## src/include/pts_pkg.sv

```systemverilog
// Package: constants and types for the tap timing and auto-sleep block
package pts_pkg;
   // ==========================================================
   // Register offsets and reset values
   localparam logic [7:0] PTS_LATENCY_OFFSET = 8'h27;
   localparam logic [7:0] PTS_WINDOW_OFFSET = 8'h28;
   localparam logic [7:0] PTS_INACTIVITY_OFFSET = 8'h29;
   localparam logic [7:0] PTS_LATENCY_RESET = 8'h00;
   localparam logic [7:0] PTS_WINDOW_RESET = 8'h00;
   localparam logic [7:0] PTS_INACTIVITY_RESET = 8'h00;

   // ==========================================================
   // Timing: every step is a whole number of 1.25 ms base units
   localparam int PTS_CLOCK_PERIOD_PS = 25000;
   localparam int PTS_BASE_UNIT_PS = 1250000000; // 1.25 ms in picoseconds
   localparam int PTS_BASE_UNIT_CYCLES = PTS_BASE_UNIT_PS / PTS_CLOCK_PERIOD_PS;
   localparam logic [9:0] PTS_INACT_UNITS = 10'h100;      // 320 ms
   localparam logic [9:0] PTS_INACT_SLOW_UNITS = 10'h200; // 640 ms
   localparam logic [2:0] PTS_RATE_SLOWEST = 3'h7;        // 1.56 Hz
   localparam logic [2:0] PTS_SLEEP_RATE_BASE = 3'h4;     // Sleep code 00 = 50 Hz

   // ==========================================================
   // Oversampling mode encodings
   localparam logic [1:0] PTS_MODE_NORMAL = 2'h0;
   localparam logic [1:0] PTS_MODE_LOW_NOISE = 2'h1;
   localparam logic [1:0] PTS_MODE_HIGH_RES = 2'h2;
   localparam logic [1:0] PTS_MODE_LOW_POWER = 2'h3;

   // ==========================================================
   // State machines, Gray coded along the usual path
   typedef enum logic [1:0] {
      PTS_TAP_IDLE = 2'b00,
      PTS_TAP_LATENCY = 2'b01,
      PTS_TAP_WINDOW = 2'b11,
      PTS_TAP_SECOND = 2'b10
   } pts_tap_state_e;

   typedef enum logic [1:0] {
      PTS_PWR_STANDBY = 2'b00,
      PTS_PWR_WAKE = 2'b01,
      PTS_PWR_SLEEP = 2'b11
   } pts_power_state_e;
endpackage

```

## src/design/pts_timing.sv

```systemverilog
// Tap latency/window timing and auto-wake/sleep controller
//
// Contract
// - Latency after first pulse ignores further pulses
// - Latency equals count times rate/mode step
// - Filtered normal/low-noise latency steps per rate
// - Filtered high-res and low-power latency steps
// - Unfiltered latency steps are the smaller table
// - Second pulse must start inside window
// - Second pulse narrow; may end past window
// - Window equals count times rate/mode/filter step
// - Filtered window steps match filtered latency
// - Unfiltered window steps match unfiltered latency
// - Inactivity count switches wake rate to sleep
// - Inactivity step 320 ms, 640 ms at 1.56
// - Four event sources restart timer and wake
// - Sleep and data-ready events never restart/wake
// - Only enabled selected sources wake device
// - Functions keep running at sleep rate
// - Auto-sleep off: only standby and wake
// - Every wake/sleep transition may raise interrupt
// - Sleep rate codes 50/12.5/6.25/1.56 Hz
// - Sleep rate overrides system and block rate
// - Wake-source bit gates function's wake ability
// - Oversampling codes normal/lnlp/high_resolution_oversampling/lowpower
module pts_timing
   import pts_pkg::*;
#(
   parameter int BASE_UNIT_CYCLES = PTS_BASE_UNIT_CYCLES
)
(
   // Clock and reset
   input wire logic clock,
   input wire logic reset,
   // Register port
   input wire logic reg_write_enable,
   input wire logic [7:0] reg_address,
   input wire logic [7:0] reg_write_data,
   output logic [7:0] reg_read_data,
   // Configuration bits
   input wire logic active,
   input wire logic [2:0] wake_data_rate_select,
   input wire logic [1:0] sleep_sample_rate,
   input wire logic [1:0] wake_oversampling_mode,
   input wire logic [1:0] sleep_oversampling_mode,
   input wire logic auto_sleep_enable,
   input wire logic pulse_lowpass_enable,
   input wire logic double_pulse_enable,
   input wire logic [3:0] interrupt_enable,
   input wire logic [3:0] wake_source_enable,
   input wire logic sleep_interrupt_enable,
   // Event inputs: bit 0 transient, 1 orientation, 2 tap, 3 freefall/motion
   input wire logic [3:0] function_event,
   input wire logic data_ready_event,
   // Pulse detector handshakes
   input wire logic pulse_start,
   input wire logic pulse_valid_end,
   input wire logic pulse_too_long,
   // Results
   output logic single_pulse_event,
   output logic double_pulse_event,
   output logic sleeping,
   output logic sleep_transition_event,
   output logic [2:0] active_rate_select,
   output logic [1:0] active_oversampling_mode,
   output logic [1:0] tap_state_out
);

   // ==========================================================
   // Step size lookup in 1.25 ms units
   function automatic logic [9:0] step_units(input logic [2:0] rate, input logic [1:0] mode,
                                             input logic filtered);
      logic [9:0] units;
      units = 10'h001;
      if (filtered)
      begin
         // Filtered table: doubles per rate down to 50 Hz
         units = 10'h002 << rate;
         if (rate > 3'h4)
            units = 10'h020;
         case (mode)
            PTS_MODE_HIGH_RES: units = (rate == 3'h0) ? 10'h002 : 10'h004;
            PTS_MODE_LOW_NOISE: units = (rate > 3'h4) ? 10'h080 : units;
            PTS_MODE_LOW_POWER: units = (rate == 3'h5) ? 10'h080 :
                                        (rate > 3'h5) ? 10'h100 : units;
            default: units = units;
         endcase
      end
      else
      begin
         // Unfiltered table: smaller steps, fast rates share one unit
         units = (rate == 3'h0) ? 10'h001 : (10'h001 << (rate - 3'h1));
         if (rate > 3'h4)
            units = 10'h008;
         case (mode)
            PTS_MODE_HIGH_RES: units = 10'h001;
            PTS_MODE_LOW_NOISE: units = (rate > 3'h4) ? 10'h020 : units;
            PTS_MODE_LOW_POWER: units = (rate > 3'h4) ? 10'h040 : (10'h001 << rate);
            default: units = units;
         endcase
      end
      return units;
   endfunction

   // ==========================================================
   // Registers
   logic [7:0] pulse_latency_time;       // Latency count
   logic [7:0] second_pulse_span_window; // Window count
   logic [7:0] sleep_inactivity_count;   // Inactivity count

   // Software writes; latency must be set even for single taps
   always_ff @(posedge clock)
   begin
      if (reset)
      begin
         pulse_latency_time <= PTS_LATENCY_RESET;
         second_pulse_span_window <= PTS_WINDOW_RESET;
         sleep_inactivity_count <= PTS_INACTIVITY_RESET;
      end
      else if (reg_write_enable)
      begin
         case (reg_address)
            PTS_LATENCY_OFFSET: pulse_latency_time <= reg_write_data;
            PTS_WINDOW_OFFSET: second_pulse_span_window <= reg_write_data;
            PTS_INACTIVITY_OFFSET: sleep_inactivity_count <= reg_write_data;
            default: ; // Unmapped writes dropped
         endcase
      end
   end

   // Read data registered; unmapped addresses read zero
   always_ff @(posedge clock)
   begin
      if (reset)
         reg_read_data <= 8'h00;
      else
      begin
         case (reg_address)
            PTS_LATENCY_OFFSET: reg_read_data <= pulse_latency_time;
            PTS_WINDOW_OFFSET: reg_read_data <= second_pulse_span_window;
            PTS_INACTIVITY_OFFSET: reg_read_data <= sleep_inactivity_count;
            default: reg_read_data <= 8'h00;
         endcase
      end
   end

   // ==========================================================
   // Active rate and mode
   pts_power_state_e power_state, next_power_state;
   logic [2:0] rate_now;  // Rate driving the tap timer
   logic [1:0] mode_now;  // Oversampling driving the tap timer

   // Sleep rate overrides the system rate everywhere while asleep
   always_comb
   begin
      if (power_state == PTS_PWR_SLEEP)
      begin
         rate_now = PTS_SLEEP_RATE_BASE + {1'b0, sleep_sample_rate};
         mode_now = sleep_oversampling_mode;
      end
      else
      begin
         rate_now = wake_data_rate_select;
         mode_now = wake_oversampling_mode;
      end
   end

   // Rate and mode outputs registered for downstream blocks
   always_ff @(posedge clock)
   begin
      if (reset)
      begin
         active_rate_select <= 3'h0;
         active_oversampling_mode <= PTS_MODE_NORMAL;
      end
      else
      begin
         active_rate_select <= rate_now;
         active_oversampling_mode <= mode_now;
      end
   end

   // ==========================================================
   // Base unit divider: one-cycle tick every 1.25 ms
   logic [31:0] base_count; // Cycle counter
   logic base_tick;         // Unit enable pulse

   always_ff @(posedge clock)
   begin
      if (reset || !active)
      begin
         base_count <= 32'h0;
         base_tick <= 1'b0;
      end
      else if (base_count == 32'(BASE_UNIT_CYCLES - 1))
      begin
         base_count <= 32'h0;
         base_tick <= 1'b1;
      end
      else
      begin
         base_count <= base_count + 32'h1;
         base_tick <= 1'b0;
      end
   end

   // ==========================================================
   // Tap timing machine
   pts_tap_state_e tap_state, next_tap_state;
   logic [9:0] tap_units;     // Units elapsed in current step
   logic [7:0] tap_steps;     // Steps elapsed in current interval
   logic [9:0] tap_step_size; // Units per step now
   logic tap_step;            // Step boundary this cycle
   logic latency_done;        // Latency reached its count
   logic window_done;         // Window reached its count

   assign tap_step_size = step_units(rate_now, mode_now, pulse_lowpass_enable);
   assign tap_step = base_tick && (tap_units + 10'h1 >= tap_step_size);
   assign latency_done = (tap_steps == pulse_latency_time);
   assign window_done = (tap_steps == second_pulse_span_window);
   assign tap_state_out = tap_state;

   // Next state; pulses arriving in latency simply fall through
   always_comb
   begin
      next_tap_state = tap_state;
      case (tap_state)
         PTS_TAP_IDLE:
            if (pulse_valid_end)
               next_tap_state = PTS_TAP_LATENCY;
         PTS_TAP_LATENCY:
            if (latency_done)
               next_tap_state = double_pulse_enable ? PTS_TAP_WINDOW : PTS_TAP_IDLE;
         PTS_TAP_WINDOW:
            if (pulse_start)
               next_tap_state = PTS_TAP_SECOND;
            else if (window_done)
               next_tap_state = PTS_TAP_IDLE;
         PTS_TAP_SECOND:
            // Width checked only, not whether it ends inside window
            if (pulse_valid_end || pulse_too_long)
               next_tap_state = PTS_TAP_IDLE;
         default: next_tap_state = PTS_TAP_IDLE;
      endcase
   end

   // State register
   always_ff @(posedge clock)
   begin
      if (reset || !active)
         tap_state <= PTS_TAP_IDLE;
      else
         tap_state <= next_tap_state;
   end

   // Step counters restart on every state change
   always_ff @(posedge clock)
   begin
      if (reset || !active || next_tap_state != tap_state)
      begin
         tap_units <= 10'h0;
         tap_steps <= 8'h0;
      end
      else if (tap_step)
      begin
         tap_units <= 10'h0;
         tap_steps <= (tap_steps == 8'hff) ? tap_steps : tap_steps + 8'h1;
      end
      else if (base_tick)
         tap_units <= tap_units + 10'h1;
   end

   // Tap results, one-cycle pulses
   always_ff @(posedge clock)
   begin
      if (reset || !active)
      begin
         single_pulse_event <= 1'b0;
         double_pulse_event <= 1'b0;
      end
      else
      begin
         single_pulse_event <= (tap_state == PTS_TAP_IDLE) && pulse_valid_end;
         double_pulse_event <= (tap_state == PTS_TAP_SECOND) && pulse_valid_end;
      end
   end

   // ==========================================================
   // Auto-wake/sleep
   logic [3:0] keep_awake_hits; // Enabled events
   logic [3:0] wake_hits;       // Enabled and wake-selected events
   logic activity;              // Restarts inactivity timer
   logic wake_request;          // Leaves sleep
   logic [9:0] inact_units;     // Units in current step
   logic [7:0] inact_steps;     // Steps of inactivity
   logic [9:0] inact_step_size; // 320 ms or 640 ms
   logic inact_expired;         // Inactivity reached its count

   // Per-source gating; sleep-transition and data-ready never enter
   genvar src;
   generate
      for (src = 0; src < 4; src++)
      begin : g_source
         assign keep_awake_hits[src] = function_event[src] && interrupt_enable[src];
         assign wake_hits[src] = keep_awake_hits[src] && wake_source_enable[src];
      end
   endgenerate

   assign activity = |keep_awake_hits;
   assign wake_request = |wake_hits;
   assign inact_step_size = (wake_data_rate_select == PTS_RATE_SLOWEST) ?
                            PTS_INACT_SLOW_UNITS : PTS_INACT_UNITS;
   assign inact_expired = (inact_steps >= sleep_inactivity_count);
   assign sleeping = (power_state == PTS_PWR_SLEEP);

   // Power machine; without auto-sleep only standby and wake
   always_comb
   begin
      next_power_state = power_state;
      case (power_state)
         PTS_PWR_STANDBY:
            if (active)
               next_power_state = PTS_PWR_WAKE;
         PTS_PWR_WAKE:
            if (!active)
               next_power_state = PTS_PWR_STANDBY;
            else if (auto_sleep_enable && !activity && inact_expired)
               next_power_state = PTS_PWR_SLEEP;
         PTS_PWR_SLEEP:
            if (!active)
               next_power_state = PTS_PWR_STANDBY;
            else if (wake_request || !auto_sleep_enable)
               next_power_state = PTS_PWR_WAKE;
         default: next_power_state = PTS_PWR_STANDBY;
      endcase
   end

   // State register
   always_ff @(posedge clock)
   begin
      if (reset)
         power_state <= PTS_PWR_STANDBY;
      else
         power_state <= next_power_state;
   end

   // Inactivity timer counts only while awake, cleared by activity
   always_ff @(posedge clock)
   begin
      if (reset || power_state != PTS_PWR_WAKE || activity)
      begin
         inact_units <= 10'h0;
         inact_steps <= 8'h0;
      end
      else if (base_tick && (inact_units + 10'h1 >= inact_step_size))
      begin
         inact_units <= 10'h0;
         inact_steps <= (inact_steps == 8'hff) ? inact_steps : inact_steps + 8'h1;
      end
      else if (base_tick)
         inact_units <= inact_units + 10'h1;
   end

   // Transition pulse on each wake/sleep change
   always_ff @(posedge clock)
   begin
      if (reset)
         sleep_transition_event <= 1'b0;
      else
         sleep_transition_event <= sleep_interrupt_enable &&
            ((power_state == PTS_PWR_WAKE && next_power_state == PTS_PWR_SLEEP) ||
             (power_state == PTS_PWR_SLEEP && next_power_state == PTS_PWR_WAKE));
   end
endmodule // pts_timing

```

## config.mk

```make
export PLATFORM = sky130hd
export DESIGN_NAME = pts_timing
export DESIGN_NICKNAME = d
export VERILOG_FILES = /design/src/include/pts_pkg.sv /design/src/design/pts_timing.sv
export SDC_FILE = /design/constraint.sdc
export NUM_CORES = 1
export LEC_CHECK = 0
export BUFFER_PORTS_ARGS = -buffer_cell sky130_fd_sc_hd__buf_2
export CAP_MARGIN = 40
export CORE_MARGIN = 1
export CORE_UTILIZATION = 40
export CTS_BUF_LIST = sky130_fd_sc_hd__clkbuf_16
export DETAILED_ROUTE_END_ITERATION = 6
export GPL_TIMING_DRIVEN = 0
export PLACE_DENSITY = 0.66
export SKIP_CTS_REPAIR_TIMING = 1
export SYNTH_ARGS = -nofsm -noshare
export SYNTH_HDL_FRONTEND = slang
export SYNTH_SLANG_ARGS = --single-unit
```

## constraint.sdc

```tcl
create_clock -name clock -period 9.52 [get_ports clock]
set_input_delay 2.856 -clock clock [delete_from_list [all_inputs] [get_ports clock]]
set_output_delay 2.856 -clock clock [all_outputs]
set_load 0.1 [all_outputs]
```

==> metrics.md, run 1 <==
| Metric | Value |
|---|---|
| H-Tree Depth | `4` |
| Number of global-route vias before repair | `5004` |
| Clock-pin slew on the worst setup and hold paths | `approximately 0.050 ns` |
| Slew margin rel. | `50.78%` |
| HPWL after detailed placement | `about 11 mm` |
| Leak pwr | `2.784 nW` |
| Max Root-Sink Buffers | `2` |
| DR WL/cell | `roughly 14 µm` |
| Crit-path leading delay family | `compound AO/OA/AOI/OAI gates` |
| Non-Filler Instances | `between 1000 and 1500` |
| Pwr Density | `168.7 nW/µm²` |
| Final hold vios | `0` |
| Synth Instances | `742` |
| Area grow syn2layout | `19.39%` |
| Register area share after synthesis | `a little under two fifths` |
| ANT nets after route | `0` |
| Initial antenna violation count | `1` |
| Mean number of vias per cell | `5.394` |
| Minimum clock period | `5.574 ns` |
| Synthesized area | `6072 µm²` |
| Full die area | `15680 µm²` |
| Syn_nets | `816` |
| Worst Path Required | `9.86 ns` |
| CP max FO | `10` |
| Primary FF master, synth | `dfxtp_1` |
| Outcome | `complete, but fails checks` |
| First-pass GRT wire length | `24.07 mm` |
| Most common cell after layout, fill and taps aside | `dfxtp_1` |
| Slew @ Worst Pin | `0.7344 ns` |
| Synth cell types | `63` |
| IO Port Bufs | `65` |
| EDFF count, synth | `0` |
| Placed inst area | `6628 µm²` |
| Fin area | `7249 µm²` |
| Slew Viols, Final | `0` |
| Final WL | `14.71 mm` |
| Initial Utilization | `41.31%` |
| Root buffer cell | `clkbuf_16` |
| Die height | `125.2 µm` |
| Final net count | `900` |
| Vias | `5513` |
| Tcrit/Tclk final | `58.55%` |
| CP endpoint kind | `flip-flop` |
| Most frequent cells in the layout | `dfxtp_1 (113), nor2_1 (82), nand2_1 (78)` |
| Dpl cells | `991` |
| Yosys reg bits | `113` |
| Max-cap viol count | `0` |
| Io pins | `68` |
| First drt pass iteration count | `7` |
| Worst path cell trace | `buf_2 > mux2i_1 > nor2_1 > nand2_1 > o22ai_1 > a32oi_1 > ha_1 > a211oi_1 > o22ai_1 > a211oi_1 > buf_6 > buf_2 > nand3_1 > a31oi_1` |
| Syn avg cell area | `8.183 µm²` |
| Fraction of final layout cells sized beyond drive strength 1 | `15.16%` |
| Critical Path AT | `between 5 and 6 ns` |
| Worst min path class | `reg -> reg` |
| Remaining DRCs | `2` |
| Remaining Overflow, GRT | `0` |
| Die Wd | `125.2 µm` |
| CTS tree | `yes` |
| CP max-delay cell | `a211oi_1` |
| CTS Sinks | `113` |
| Clock latency on the worst-skew pair | `0.42 ns` |
| Setup TNS | `0 ns` |
| Critical path type | `in -> reg` |
| CORE AREA | `approximately 15000 µm²` |
| Row count | `44` |
| # diodes | `0` |
| IR Drop Worst-Case VDD | `0.1243 mV` |
| Type of origin of the critical path | `primary input` |
| GR Util All Layers | `19.24%` |
| Final setup vio count | `0` |
| DRT iter0 DRCs | `485` |
| Share of synthesized registers carrying an async set or reset | `0%` |
| RSZ-0062 raised after global routing | `false` |
| RD Place Congestion | `0.8352` |
| Worst Skew | `about 0.0061 ns` |
| Failing checks | `design-rule violations` |
| CP peak stage delay | `0.52 ns` |
| TritonCTS Buffers | `17` |
| Largest net degree at the start of global routing | `17` |
| WP buf/inv | `3` |
| Final hold slack | `0.4574 ns` |
| Peak Freq | `179.4 MHz` |
| Yosys warns | `0` |
-- power by group --
part,switching (mW),internal (mW)
clock network,0.217,0.457
logic,0.0507,0.0217
registers,0.00135,0.476
total,0.269,0.954
-- per-layer routing --
layer | GRT usage [%] | routed length, µm
met1 | 25.39 | 6954
met2 | 30.46 | 6737
met3 | 5.434 | 880
met4 | 5.739 | 126
met5 | 0 | 13
-- final timing paths --
kind / startpoint / endpoint / slack, ns / depth (start not counted)
setup / recovery: sleep_oversampling_mode[1] / tap_units[3] / 3.95 / 14
hold / removal: base_count[0] / base_count[0] / 0.46 / 1
setup reg to reg: power_state[1] / tap_units[3] / 5.57 / 15
hold reg to reg: base_count[0] / base_count[0] / 0.46 / 1
-- sequential cells by signal, indices dropped and copies added (netlist names), 2 cells and up --
signal,count
base_count,32
inact_units,10
tap_units,10
inact_steps,8
pulse_latency_time,8
reg_read_data,8
second_pulse_span_window,8
sleep_inactivity_count,8
tap_steps,8
active_rate_select,3
active_oversampling_mode,2
power_state,2
tap_state_out,2
-- synth_stat cells (10+ instances only) --
cell type	count	area, µm²
or3_1	14	87.58
dfxtp_1	113	2262
buf_2	11	55.05
and3_1	11	68.82
nand3_1	70	350.3
a21o_1	12	90.09
nand2_1	78	292.8
o21ai_0	17	85.08
ha_1	25	312.8
a21oi_1	52	260.3
nand4_1	27	168.9
nor3_1	16	80.08
inv_1	20	75.07
mux2i_1	10	100.1
clkbuf_1	19	71.32
nor2_1	82	307.8
xnor2_1	22	192.7
xor2_1	41	359.1
-- cell families (layout without fill, tap and decap cells) --
kind of cell,after synthesis,in the layout,share of synthesized area (%)
multiplexers,13,13,2.205
XOR/XNOR,63,63,9.087
flip-flops,113,113,37.26
buffers and inverters,54,150,3.709
AO/OA/AOI/OAI,122,122,12.86
AND/OR/NAND/NOR,352,352,29.73
adder cells (fa/ha/maj),25,25,5.151
-- cell type report --
| type | count | area (µm²) |
|---|---|---|
| Sequential cell | 113 | 2262 |
| Buffer | 33 | 146.4 |
| Tap cell | 184 | 230.2 |
| Fill cell | 1419 | 7450 |
| Clock buffer | 17 | 425.4 |
| Inverter | 21 | 78.83 |
| Multi-Input combinational cell | 575 | 3585 |
| Clock inverter | 14 | 196.4 |
| Timing Repair Buffer | 65 | 325.3 |
-- per-stage QoR --
step	worst slack, ns	utilization, %	total power, mW
CTS	3.977	49.32	1.230
floorplan	4.206	-	0.5314
global placement	3.502	45.09	0.5584
detailed placement	3.537	45.09	0.5587
global route	3.654	49.32	1.259
finish	3.946	49.32	1.223
No activity file was read; power rests on OpenSTA's default activity.
==> run 2, diff against run 1 <==
- ABC_AREA: unset -> 1
- PLACE_DENSITY: 0.66 -> 0.68
- clock period: 9.52 -> 4.7 ns (I/O delays scaled with it)
==> run 2 against run 1 <==
  * Count of clock-buffer cells in the layout unchanged
  * Sequential power up 100%
  * Critical path type unchanged
  * Global-route usage down 0.57 points
  * Clock power up 74%
  * Die area up 8.6%
  * Synthesized cell count up 31%
  * The flow now finishes without violations
  * Setup slack worse by 2.9 ns
==> metrics.md, run 2 <==
| Metric | Value |
|---|---|
| Die height | `130.5 µm (+4.2%)` |
| Top reg by flops | `base_count` |
| CP endpoint kind | `flip-flop` |
| Worst path cell trace | `buf_2 > nor2_2 > inv_1 > nor3_1 > nand2_1 > o21ai_0 > o21ai_1 > ha_1 > nand2_1 > nand3_1 > nand2_1 > nand3_1 > nand2_1 > nand2_1 > nand2_1 > nand2_1 > buf_2 > inv_1 > nand2_2 > nor2_1` |
| Synth cell types | `45 (-29%)` |
| Initial Utilization | `41.27% (-0.044 points)` |
| Final setup vio count | `0 (unchanged)` |
| Register area share after synthesis | `34.26% (-3.0 points)` |
| Max reg flops | `32 (unchanged)` |
| Max Root-Sink Buffers | `2 (unchanged)` |
| Worst min path class | `reg -> reg` |
| CP Launch Point | `wake_data_rate_select[2]` |
| CP max-delay cell | `nor2_2` |
| Primary FF master, synth | `dfxtp_1` |
| CTS tree | `yes` |
| Worst Skew | `0.008689 ns (+0.002549 ns)` |
| Pwr Density | `294.3 nW/µm² (+74%)` |
| Synth cell count leaders | `nand2_1 (226), inv_1 (148), dfxtp_1 (113), nor2_1 (101), nand3_1 (62)` |
| Type of origin of the critical path | `primary input` |
| TritonCTS Buffers | `17 (unchanged)` |
| IR Drop Worst-Case VDD | `0.1819 mV (+46%)` |
| Final WL | `15.26 mm (+3.7%)` |
| RD Place Congestion | `0.9128 (+9.3%)` |
| Slew @ Worst Pin | `0.6193 ns (-0.1150 ns)` |
| Tcrit/Tclk final | `~77%` |
| First-pass GRT wire length | `25.10 mm (+4.2%)` |
| RSZ-0062 raised after global routing | `false` |
| Critical path type | `in -> reg` |
| Peak Freq | `275.8 MHz` |
| DR WL/cell | `11.91 µm (-17%)` |
| DRT iter0 DRCs | `460 (-5.2%)` |
| Clock-pin slew on the worst setup and hold paths | `0.05 ns (about the same)` |
| Worst Path Required | `4.99 ns (-4.87 ns)` |
| Syn_nets | `1046 (+28%)` |
| Remaining DRCs | `0 (-2)` |
| Worst hold path startpoint | `tap_units[9]` |
| Setup TNS | `0 ns (unchanged)` |
| Post-synth top area cell | `dfxtp_1` |
| Yosys reg bits | `113 (unchanged)` |
| Clock latency on the worst-skew pair | `0.41 ns (about the same)` |
| Full die area | `17020 µm² (+8.6%)` |
| ANT nets after route | `0 (unchanged)` |
| Largest regs | `base_count: 32 flops, inact_units: 10 flops, tap_units: 10 flops` |
| Root buffer cell | `clkbuf_16` |
| # diodes | `0 (unchanged)` |
| Yosys top cell area share | `34.26% (-3.0 points)` |
| Vias | `6153 (+12%)` |
| CORE AREA | `16000 µm² (+8.9%)` |
| Outcome | `completed` |
| Final net count | `1129 (+25%)` |
| Top-count cell post-synth | `nand2_1` |
| Fraction of final layout cells sized beyond drive strength 1 | `13.05% (-2.1 points)` |
| GR Util All Layers | `18.67% (-0.57 points)` |
| Largest net degree at the start of global routing | `17 (unchanged)` |
| Final hold slack | `0.4748 ns (+0.01742 ns)` |
| CP max FO | `10 (unchanged)` |
| Most common cell after layout, fill and taps aside | `nand2_1` |
| Largest cells by area after synthesis | `dfxtp_1 (34%), nand2_1 (13%), inv_1 (8.4%)` |
| Initial antenna violation count | `0 (-1)` |
| Critical Path AT | `3.92 ns (-1.99 ns)` |
| Row count | `46 (+4.5%)` |
| Remaining Overflow, GRT | `0 (unchanged)` |
| Slew margin rel. | `58.71% (+7.9 points)` |
| Mean number of vias per cell | `4.803 (-11%)` |
| HPWL after detailed placement | `11.69 mm (+8.8%)` |
| Most frequent cells in the layout | `nand2_1 (226), inv_1 (149), dfxtp_1 (113)` |
| First drt pass iteration count | `5 (-2)` |
| Number of global-route vias before repair | `5316 (+6.2%)` |
| Die Wd | `130.5 µm (+4.2%)` |
| Area grow syn2layout | `16.94%` |
| Synthesized area | `6603 µm² (+8.7%)` |
| Leak pwr | `3.406 nW (+22%)` |
| EDFF count, synth | `0 (unchanged)` |
| Share of synthesized registers carrying an async set or reset | `0% (unchanged)` |
| Synth Instances | `972 (+31%)` |
| Io pins | `68 (unchanged)` |
| Max-cap viol count | `0 (unchanged)` |
| R2r startpoint | `power_state[1]` |
| CTS Sinks | `113 (unchanged)` |
| Most used cell, CP | `nand2_1` |
| CP peak stage delay | `0.33 ns (-0.19 ns)` |
| Syn avg cell area | `6.793 µm² (-17%)` |
| Minimum clock period | `3.626 ns` |
| Final hold vios | `0 (unchanged)` |
| IO Port Bufs | `64 (-1.5%)` |
| Slew Viols, Final | `0 (unchanged)` |
| H-Tree Depth | `4 (unchanged)` |
| Yosys warns | `0 (unchanged)` |
-- run 2: cell types whose count changed after synthesis, moves of 9 or more --
cell      before  now
inv_1         20  148
nand4_1       27   15
o21ai_0       17   37
or3_1         14    0
a222oi_1       9    0
a21o_1        12    0
nor2_1        82  101
xnor2_1       22   12
clkbuf_1      19    5
nor3_1        16   29
nand2_1       78  226
and3_1        11    0
-- run 2: worst paths after layout --
check | end | slack [ns] | cells after the start
worst min-delay path | tap_units[9] | 0.47 | 2
worst min register to register | tap_units[9] | 0.47 | 2
worst max register to register | tap_units[6] | 1.59 | 21
worst max-delay path | tap_units[6] | 1.07 | 20
-- run 2: critical path, delay by kind of cell --
kind	cells	cell delay (ns)
and+or+nand+nor	13	1.52
buffers and inverters	4	0.52
adders and majority gates	1	0.30
AOI/OAI and AO/OA	2	0.17
-- run 2: kinds of logic (layout without fill, tap and decap cells) --
family          after synthesis  in the layout  synth area share (%)
buf+inv                     175            268                 10.21
compound gates              134            134                 11.28
fa+ha+maj                    25             25                 4.738
mux                           2              2                0.3032
xor+xnor                     46             46                 6.102
simple gates                477            477                 33.11
flops                       113            113                 34.26
-- run 2: report_power, final --
part | switching, mW | internal (mW)
clock | 0.422 | 0.752
combinational | 0.0908 | 0.0393
sequential | 0.00356 | 0.965
-- run 2: area by class of cell --
type | instances | area [µm²]
multi-input cells | 684 | 3666
well taps | 216 | 270.3
clock buffers | 17 | 425.4
plain buffers | 17 | 81.33
repair buffers | 64 | 320.3
flip-flops and latches | 113 | 2262
fillers | 1627 | 8279
inverters | 158 | 593.1
clock inverters | 12 | 102.6
-- run 2: per-layer routing --
metal / track usage [%] / share of wire (%)
met5: 0 / 0
met4: 5.544 / 1.3
met3: 3.624 / 4.1
met2: 28.91 / 43
met1: 26.22 / 51
-- run 2: stage by stage --
stage	util (%)	setup WS [ns]	instance area, µm²	total power [mW]	instances
floorplan	-	1.245	6603	1.070	972
global placement	44.96	0.6655	7193	1.117	1252
detailed placement	44.96	0.6619	7193	1.117	1252
CTS	48.26	1.075	7721	2.288	1281
global route	48.26	0.7458	7721	2.356	1281
finish	48.26	1.074	7721	2.272	1281
